$ cat src/core/sop_pkg.sv
// Shared constants for the output-two sum-of-products sequencing block.
// Assumes an 8-bit internal configuration register file loaded by the serial port.
package sop_pkg;

  // ---------------------------------------------------------------
  // Register offsets
  // ---------------------------------------------------------------
  localparam logic [7:0] OUT2_PRIMARY_WDOG_SELECT_ADDR    = 8'h12;
  localparam logic [7:0] OUT2_SECONDARY_INPUT_SELECT_ADDR = 8'h13;
  localparam logic [7:0] OUT2_INPUT_OUTPUT_SELECT_ADDR    = 8'h14;
  localparam logic [7:0] OUT2_LAST_OUTPUT_AND_STAGE_ADDR  = 8'h15;
  localparam logic [7:0] OUTPUT_POLARITY_ADDR             = 8'h3A;
  localparam logic [7:0] MANUAL_RESET_OUTPUT_MAP_ADDR     = 8'h40;

  // ---------------------------------------------------------------
  // Field positions and reset values
  // ---------------------------------------------------------------
  localparam int         OUT8_DEP_BIT   = 0;
  localparam int         STAGE_LSB      = 1;
  localparam int         STAGE_W        = 4;
  localparam int         TMO_LSB        = 5;
  localparam int         TMO_W          = 3;
  localparam int         OUT2_MAP_BIT   = 1;
  localparam int         OUT2_POL_BIT   = 1;
  localparam int         TERM_W         = 25;
  localparam logic [7:0] CFG_RESET      = 8'h00;
  localparam logic [7:0] RDATA_UNMAPPED = 8'h00;

  // ---------------------------------------------------------------
  // Timing
  // ---------------------------------------------------------------
  localparam int unsigned CLK_MHZ  = 125;
  localparam int unsigned TMO_N    = 8;
  localparam int unsigned TMO_US [TMO_N] = '{25, 1500, 2500, 6000, 50000, 200000, 400000,
                                             1600000};

  function automatic logic [31:0] sop_us_to_cyc(input int unsigned us);
    sop_us_to_cyc = 32'(us * CLK_MHZ);
  endfunction

endpackage

$ cat src/core/sop_deassert_timer.sv
// Deassertion delay for one programmable output.
// Assumes i_hold is registered and i_tmo_cyc is at least one.
`timescale 1ns/1ps
module sop_deassert_timer
  import sop_pkg::*;
(
  input  wire logic        i_clk,
  input  wire logic        i_nrst,
  input  wire logic        i_hold,
  input  wire logic [31:0] i_tmo_cyc,
  output logic             o_asserted
);

  logic [31:0] cnt_r;
  logic [31:0] cnt_nxt;
  logic        asserted_nxt;
  wire         expire = (cnt_r >= i_tmo_cyc - 32'h0000_0001);

  // Assert at once, release only after the timeout runs out uninterrupted
  assign asserted_nxt = i_hold ? 1'b1 : (o_asserted & ~expire);
  assign cnt_nxt      = (i_hold | ~o_asserted) ? 32'h0000_0000 : cnt_r + 32'h0000_0001;

  always_ff @(posedge i_clk or negedge i_nrst) begin
    if (!i_nrst) begin
      o_asserted <= 1'b1;
      cnt_r      <= 32'h0000_0000;
    end else begin
      o_asserted <= asserted_nxt;
      cnt_r      <= cnt_nxt;
    end
  end

endmodule

$ cat src/core/sop_output_two.sv
// Sum-of-products condition logic, timeout and polarity for programmable output two.
// Assumes condition inputs are synchronous to i_clk and the register write port
// is driven by the serial configuration logic.
`timescale 1ns/1ps

// Operation
// - Output state comes from sum of products
// - Dual-product outputs provide two independent products
// - Single-product outputs, output two included, one product
// - Product true when all selected terms good
// - Output terms good deasserted; watchdog good unexpired
// - Output deasserts when any product true
// - Cleared enable bit removes its term
// - First register bits 0-5 select primary results
// - First register bits 6-7 select watchdogs
// - Second register bits 0-5 select secondary results
// - General inputs from second and third registers
// - Third register bits 2-7 select other outputs
// - Fourth register bit 0 selects output eight
// - Manual reset map bit 1 asserts output
// - Polarity register gives each output's active level
// - Stage and timeout fields in per-output register
// - Deassertion delayed by programmable timeout
module sop_output_two
  import sop_pkg::*;
#(
  parameter logic [31:0] TMO_CYC [TMO_N] = '{sop_us_to_cyc(TMO_US[0]), sop_us_to_cyc(TMO_US[1]),
                                             sop_us_to_cyc(TMO_US[2]), sop_us_to_cyc(TMO_US[3]),
                                             sop_us_to_cyc(TMO_US[4]), sop_us_to_cyc(TMO_US[5]),
                                             sop_us_to_cyc(TMO_US[6]), sop_us_to_cyc(TMO_US[7])}
)(
  input  wire logic       i_clk,
  input  wire logic       i_nrst,
  input  wire logic       i_cfg_wr,
  input  wire logic [7:0] i_cfg_addr,
  input  wire logic [7:0] i_cfg_wdata,
  input  wire logic [5:0] i_above_primary,
  input  wire logic [5:0] i_above_secondary,
  input  wire logic [3:0] i_gen_input_active,
  input  wire logic [1:0] i_watchdog_ok,
  input  wire logic [7:0] i_prog_output_asserted,
  input  wire logic       i_manual_reset_n,
  output logic [7:0]      o_cfg_rdata,
  output logic            o_prog_output_two_asserted,
  output logic            o_prog_output_two_level,
  output logic [3:0]      o_prog_output_two_stage
);

  // ---------------------------------------------------------------
  // Shared product and sum functions
  // ---------------------------------------------------------------
  // A term counts only where its enable is set; unselected terms pass
  function automatic logic sop_product(input logic [TERM_W-1:0] sel,
                                       input logic [TERM_W-1:0] good);
    sop_product = &(~sel | good);
  endfunction

  // Outputs with two products OR the second one in; single-product ones leave it out
  function automatic logic sop_sum(input logic p1, input logic p2, input logic dual);
    sop_sum = p1 | (dual & p2);
  endfunction

  // ---------------------------------------------------------------
  // Configuration registers
  // ---------------------------------------------------------------
  logic [7:0] out2_primary_wdog_select_r;
  logic [7:0] out2_secondary_input_select_r;
  logic [7:0] out2_input_output_select_r;
  logic [7:0] out2_last_output_and_stage_r;
  logic [7:0] output_polarity_r;
  logic [7:0] manual_reset_output_map_r;
  logic [7:0] rdata_nxt;

  wire wr_12 = i_cfg_wr & (i_cfg_addr == OUT2_PRIMARY_WDOG_SELECT_ADDR);
  wire wr_13 = i_cfg_wr & (i_cfg_addr == OUT2_SECONDARY_INPUT_SELECT_ADDR);
  wire wr_14 = i_cfg_wr & (i_cfg_addr == OUT2_INPUT_OUTPUT_SELECT_ADDR);
  wire wr_15 = i_cfg_wr & (i_cfg_addr == OUT2_LAST_OUTPUT_AND_STAGE_ADDR);
  wire wr_3a = i_cfg_wr & (i_cfg_addr == OUTPUT_POLARITY_ADDR);
  wire wr_40 = i_cfg_wr & (i_cfg_addr == MANUAL_RESET_OUTPUT_MAP_ADDR);

  always_ff @(posedge i_clk or negedge i_nrst) begin
    if (!i_nrst) begin
      out2_primary_wdog_select_r    <= CFG_RESET;
      out2_secondary_input_select_r <= CFG_RESET;
      out2_input_output_select_r    <= CFG_RESET;
      out2_last_output_and_stage_r  <= CFG_RESET;
      output_polarity_r             <= CFG_RESET;
      manual_reset_output_map_r     <= CFG_RESET;
    end else begin
      if (wr_12) out2_primary_wdog_select_r    <= i_cfg_wdata;
      if (wr_13) out2_secondary_input_select_r <= i_cfg_wdata;
      if (wr_14) out2_input_output_select_r    <= i_cfg_wdata;
      if (wr_15) out2_last_output_and_stage_r  <= i_cfg_wdata;
      if (wr_3a) output_polarity_r             <= i_cfg_wdata;
      if (wr_40) manual_reset_output_map_r     <= i_cfg_wdata;
    end
  end

  always_comb begin
    case (i_cfg_addr)
      OUT2_PRIMARY_WDOG_SELECT_ADDR:    rdata_nxt = out2_primary_wdog_select_r;
      OUT2_SECONDARY_INPUT_SELECT_ADDR: rdata_nxt = out2_secondary_input_select_r;
      OUT2_INPUT_OUTPUT_SELECT_ADDR:    rdata_nxt = out2_input_output_select_r;
      OUT2_LAST_OUTPUT_AND_STAGE_ADDR:  rdata_nxt = out2_last_output_and_stage_r;
      OUTPUT_POLARITY_ADDR:             rdata_nxt = output_polarity_r;
      MANUAL_RESET_OUTPUT_MAP_ADDR:     rdata_nxt = manual_reset_output_map_r;
      default:                          rdata_nxt = RDATA_UNMAPPED;
    endcase
  end

  // ---------------------------------------------------------------
  // Term selection and good states
  // ---------------------------------------------------------------
  logic [TERM_W-1:0] sel_w;
  logic [TERM_W-1:0] good_w;
  logic [6:0]        others_deasserted;

  // Outputs one, three..eight; output two never depends on itself
  assign others_deasserted = ~{i_prog_output_asserted[7:2], i_prog_output_asserted[0]};

  assign sel_w = {out2_last_output_and_stage_r[OUT8_DEP_BIT],
                  out2_input_output_select_r,
                  out2_secondary_input_select_r,
                  out2_primary_wdog_select_r};

  assign good_w = {others_deasserted,
                   ~i_gen_input_active,
                   i_above_secondary,
                   i_watchdog_ok,
                   i_above_primary};

  wire prod_w = sop_product(sel_w, good_w);
  wire sum_w  = sop_sum(prod_w, 1'b0, 1'b0);
  wire mr_w   = manual_reset_output_map_r[OUT2_MAP_BIT] & ~i_manual_reset_n;
  wire hold_w = ~sum_w | mr_w;

  // ---------------------------------------------------------------
  // Evaluation, timeout and polarity stages
  // ---------------------------------------------------------------
  logic        prod_r;
  logic        hold_r;
  logic        asserted_w;
  logic [31:0] tmo_cyc_w;

  assign tmo_cyc_w = TMO_CYC[out2_last_output_and_stage_r[TMO_LSB +: TMO_W]];

  always_ff @(posedge i_clk or negedge i_nrst) begin
    if (!i_nrst) begin
      prod_r <= 1'b0;
      hold_r <= 1'b1;
    end else begin
      prod_r <= prod_w;
      hold_r <= hold_w;
    end
  end

  sop_deassert_timer u_timer (
    .i_clk     (i_clk),
    .i_nrst    (i_nrst),
    .i_hold    (hold_r),
    .i_tmo_cyc (tmo_cyc_w),
    .o_asserted(asserted_w)
  );

  always_ff @(posedge i_clk or negedge i_nrst) begin
    if (!i_nrst) begin
      o_cfg_rdata                <= RDATA_UNMAPPED;
      o_prog_output_two_asserted <= 1'b1;
      o_prog_output_two_level    <= 1'b0;
      o_prog_output_two_stage    <= 4'h0;
    end else begin
      o_cfg_rdata                <= rdata_nxt;
      o_prog_output_two_asserted <= asserted_w;
      o_prog_output_two_level    <= ~(asserted_w ^ output_polarity_r[OUT2_POL_BIT]);
      o_prog_output_two_stage    <= out2_last_output_and_stage_r[STAGE_LSB +: STAGE_W];
    end
  end
endmodule

$ cat config.mk
export PLATFORM = sky130hd
export DESIGN_NAME = sop_output_two
export DESIGN_NICKNAME = d
export VERILOG_FILES = /design/src/core/sop_pkg.sv /design/src/core/sop_deassert_timer.sv /design/src/core/sop_output_two.sv
export SDC_FILE = /design/constraint.sdc
export NUM_CORES = 1
export LEC_CHECK = 0
export ABC_AREA = 1
export BUFFER_PORTS_ARGS = -buffer_cell sky130_fd_sc_hd__buf_4
export CAP_MARGIN = 10
export CORE_UTILIZATION = 40
export CTS_CLUSTER_DIAMETER = 100
export DETAILED_ROUTE_END_ITERATION = 7
export PLACE_DENSITY = 0.68
export SYNTH_ARGS = -nofsm -noshare
export SYNTH_HDL_FRONTEND = slang
export SYNTH_SLANG_ARGS = --single-unit
export TNS_END_PERCENT = 20
$ cat constraint.sdc
create_clock -name i_clk -period 2.3 [get_ports i_clk]
set_input_delay 0.46 -clock i_clk [delete_from_list [all_inputs] [get_ports i_clk]]
set_output_delay 0.46 -clock i_clk [all_outputs]
set_load 0.005 [all_outputs]
==> out/qor_table.md <==
| Item | Value |
|:---|:---|
| Vias after detailed routing | 5373 |
| Synthesized area | 0.005728 sq mm |
| Clock latency on the worst-skew pair | 0.36 ns |
| Number of antenna violations at the first check in global routing | 0 |
| Fin. max-slew vios | 0 |
| Setup repair after global routing missed its margin | yes |
| Detail-routed net length per standard cell | 13.96 um |
| Initial core utilization | 41.11% |
| Path category of the worst min-delay check | in -> async |
| Via count of the first global-routing pass | 4798 |
| Critical-path cell list | buf_6, ha_4, o21ai_4, nand3_2, nor3_4, nand2_1, xor2_1, ha_1, nand2_1, nor2_2, nand2_1, nor2_2, nor2_2, nand2_1, nand2_1, nand2_1, nand2_1 |
| Height of the chip | 121.7 um |
| WHS | 0.07275 ns |
| Fraction of final layout cells with drive strength greater than 1 | 19.04% |
| Status | finished with violations |
| TritonCTS Sinks | 96 |
| Sum of overflow across all layers after global routing | 0 |
| CTS hold repair buffers | 0 |
| Largest fanout on the critical path | 4 |
| Worst path bufs/invs | 1 |
| Leak pwr | 3.532 nW |
| Placed wire-length estimate | 11.45 mm |
| Wire length of the first global-routing pass | 24.13 mm |
| I/O pin total | 60 |
| Standard-cell row count | 43 |
| Number of I/O port buffers | 58 |
| Clock root buffer | clkbuf_16 |
| Met1 capacity usage during global routing | 30.93% |
| Startpoint-to-endpoint class of the critical path | reg -> reg |
| Arrival time worst endpoint | 2.68 ns |
| Synthesized area per cell | 7.401 sq um |
| Core outline area | 0.01393 sq mm |
| Ant. Diodes | 0 |
| Max-cap viol count | 0 |
| Post-route DRC | 0 |
| Type of origin of the critical path | flip-flop |
| Gate count of the mapped netlist | 774 |
| Worst Max-Slew Pin Slew | 0.5562 ns |
| Total Power | 4.086 mW |
| Crit path top cell by count | nand2_1 |
| Final setup violation count | 1 |
| Clock skew | 0.01155 ns |
| Fin. Hold Viols | 0 |
| Number of warnings issued by yosys | 0 |
| Met3 track demand over resource | 3.652% |
| Peak-usage layer in the global routing report | met2 |
| Max-slew headroom | 62.92% |
| Largest buffer count on any clock path | 2 |
| Data required time at the worst endpoint | 2.59 ns |
| Maximum number of pins on one net before global-route repair | 43 |
| Power per standard cell area | 564.4 mW/mm^2 |
| Cell class contributing the biggest share of worst-path delay | simple AND/OR/NAND/NOR gates |
| Antenna-violating nets left | 0 |
| Number of flip-flops and latches in the synthesized netlist | 96 |
| Last weighted congestion value of the routability-driven placer | 0.8659 |
| NumNets Final | 979 |
| Number of filler instances in the final layout | 1340 |
| Worst voltage drop across the vdd grid | 0.3741 mV |
| Clock-pin slew on the worst setup and hold paths | 0.07 ns |
| TritonCTS clock tree | yes |
| Fin worst setup slack | -0.09623 ns |
| Distinct cell type count after synthesis | 28 |
| Via density | 4.984 |
| Logic depth of the worst setup path including buffers | 17 |
| Number of DRC violations after detailed-routing iteration 0 | 369 |
| Placed insts | 1056 |
| Timing-limited maximum frequency | 417.3 MHz |
| Highest-delay cell along the critical path | dfrtp_2 |
| Portion of the post-synthesis area used by sequential elements | 42.01% |
| Combined global-route utilization of all metal layers | 21.40% |
| Sequential cell area in the final layout | 0.002409 sq mm |
| Critical path's largest stage delay | 0.46 ns |
| Synth-to-layout area growth | 26.39% |
| Met2 capacity usage during global routing | 32.28% |
| Post-route insts no fill | 1078 |
| Chip width | 121.7 um |
| Area of the die | 0.01480 sq mm |
| Footprint of the multi-input gates | 0.003047 sq mm |
| Worst-case setup slack after placement | -0.1512 ns |
| H-tree lvl count | 3 |
| Aggregate routed wire length | 15.05 mm |
| Endpoint kind of the worst setup timing path | flip-flop |
| Worst-case reg-to-reg path depth | 17 |
| Post-route fraction of the period consumed by the critical path | 104.2% |
| Shortest period the worst path allows | 2.396 ns |
| Violations in the final reports | setup timing |
| First-pass iteration count of the detailed router | 5 |
| CTS Buf Count | 9 |
## synthesized netlist by cell type
master	count	area [sq um]
nor4_4	2	42.54
nand3_1	43	215.2
nor4_1	6	37.54
and3_1	2	12.51
nand2_1	208	780.8
o21ai_0	73	365.4
xnor2_1	4	35.03
o211ai_1	2	15.01
xor2_1	12	105.1
clkbuf_1	8	30.03
o22ai_1	6	37.54
a21o_1	2	15.01
nor3_1	19	95.09
a31oi_1	3	18.77
conb_1	1	3.750
nor2_1	110	412.9
nand3b_1	2	15.01
dfrtp_1	93	2327
ha_1	40	500.5
a41oi_1	1	8.760
inv_1	91	341.6
dfstp_2	3	78.83
clkinv_1	1	3.750
buf_2	4	20.02
nor3_2	2	20.02
nand4_1	8	50.05
a21oi_1	27	135.1
o21ai_1	1	5.000
## through the flow
stage | instance area [sq um] | TNS, ns | util (%)
6_report | 7239 | -0.09623 | 51.95
5_1_grt | 7239 | -0.3579 | 51.95
4_1_cts | 7124 | -0.1121 | 51.13
3_5_place_dp | 6766 | -0.1512 | 48.56
3_3_place_gp | 6766 | -0.09203 | 48.56
2_1_floorplan | 5753 | 0 | -
## what timing repair did
action,CTS,global route
hold endpoints to repair,0,0
endpoints found under the setup margin,1,1
pin swaps,12,11
setup buffers,1,5
resized for setup,14,26
## cells in the final DEF, fill, tap and decap left out, types with 3 or more instances in the layout
cell type / Yosys / layout
o22ai_1: 6 / 6
dfrtp_1: 93 / 91
xnor2_1: 4 / 4
conb_1: 1 / 5
ha_1: 40 / 35
nand3_1: 43 / 41
buf_4: 0 / 113
nor2_2: 0 / 6
o21ai_0: 73 / 71
nand4_1: 8 / 8
nor3_1: 19 / 18
nand2_1: 208 / 203
dfstp_2: 3 / 3
nor2_1: 110 / 102
clkbuf_16: 0 / 9
a31oi_1: 3 / 3
nand2_2: 0 / 5
a21oi_1: 27 / 27
ha_2: 0 / 4
inv_2: 0 / 4
inv_1: 91 / 85
xor2_1: 12 / 12
nor4_1: 6 / 6
## layer usage
| metal | vias to the layer above | part of all wire, % |
|---|---|---|
| met3 | 18 | 5.0 |
| li1 | 2747 | - |
| met5 | - | 0 |
| met2 | 130 | 45 |
| met1 | 2478 | 48 |
| met4 | 0 | 1.3 |
## sequential cells by signal, summed over array words and instances, names as in the netlist, 4 cells and up
| signal | flops |
|---|---|
| output_polarity_r | 8 |
| u_timer.cnt_r | 32 |
| out2_input_output_select_r | 8 |
| out2_secondary_input_select_r | 8 |
| o_cfg_rdata | 8 |
| out2_primary_wdog_select_r | 8 |
| o_prog_output_two_stage | 4 |
| manual_reset_output_map_r | 8 |
| out2_last_output_and_stage_r | 8 |
## final timing paths
kind / start / slack [ns] / endpoint
max: out2_last_output_and_stage_r[6] / -0.1 / u_timer.o_asserted
min: i_nrst / 0.07 / u_timer.cnt_r[3]
max reg2reg: out2_last_output_and_stage_r[6] / -0.1 / u_timer.o_asserted
min reg2reg: u_timer.o_asserted / 0.41 / o_prog_output_two_asserted
max in group asynchronous: i_nrst / 1.52 / o_prog_output_two_asserted
min in group i_clk: i_cfg_wdata[3] / 0.32 / out2_last_output_and_stage_r[3]
## report_power, final
part	switching, mW	internal [mW]	leakage (nW)
Combinational	0.390	0.311	2.11
Clock	0.710	0.868	0.155
Sequential	0.0524	1.75	1.27
Total	1.15	2.93	3.53
## cells by family (layout without fill, tap and decap cells)
kind of cell	count (synthesis)	after routing	share of synthesized area, %
AOI/OAI and AO/OA	115	115	10.48
and+or+nand+nor	402	402	29.36
xor gates and xnor gates	16	16	2.446
buffers and inverters	104	224	6.903
DFF	96	96	42.01
adders and majority gates	40	40	8.737
other	1	5	0.06547
## layout make-up
class                           instances  share of cell area, %
Inverter                               92                  4.891
Sequential cell                        96                  33.27
Clock inverter                          7                  1.227
Timing Repair Buffer                  116                  12.31
Multi-Input combinational cell        578                  42.08
Clock buffer                            9                  3.111
Tap cell                              180                  3.111
(Power assumes the default switching activity.)
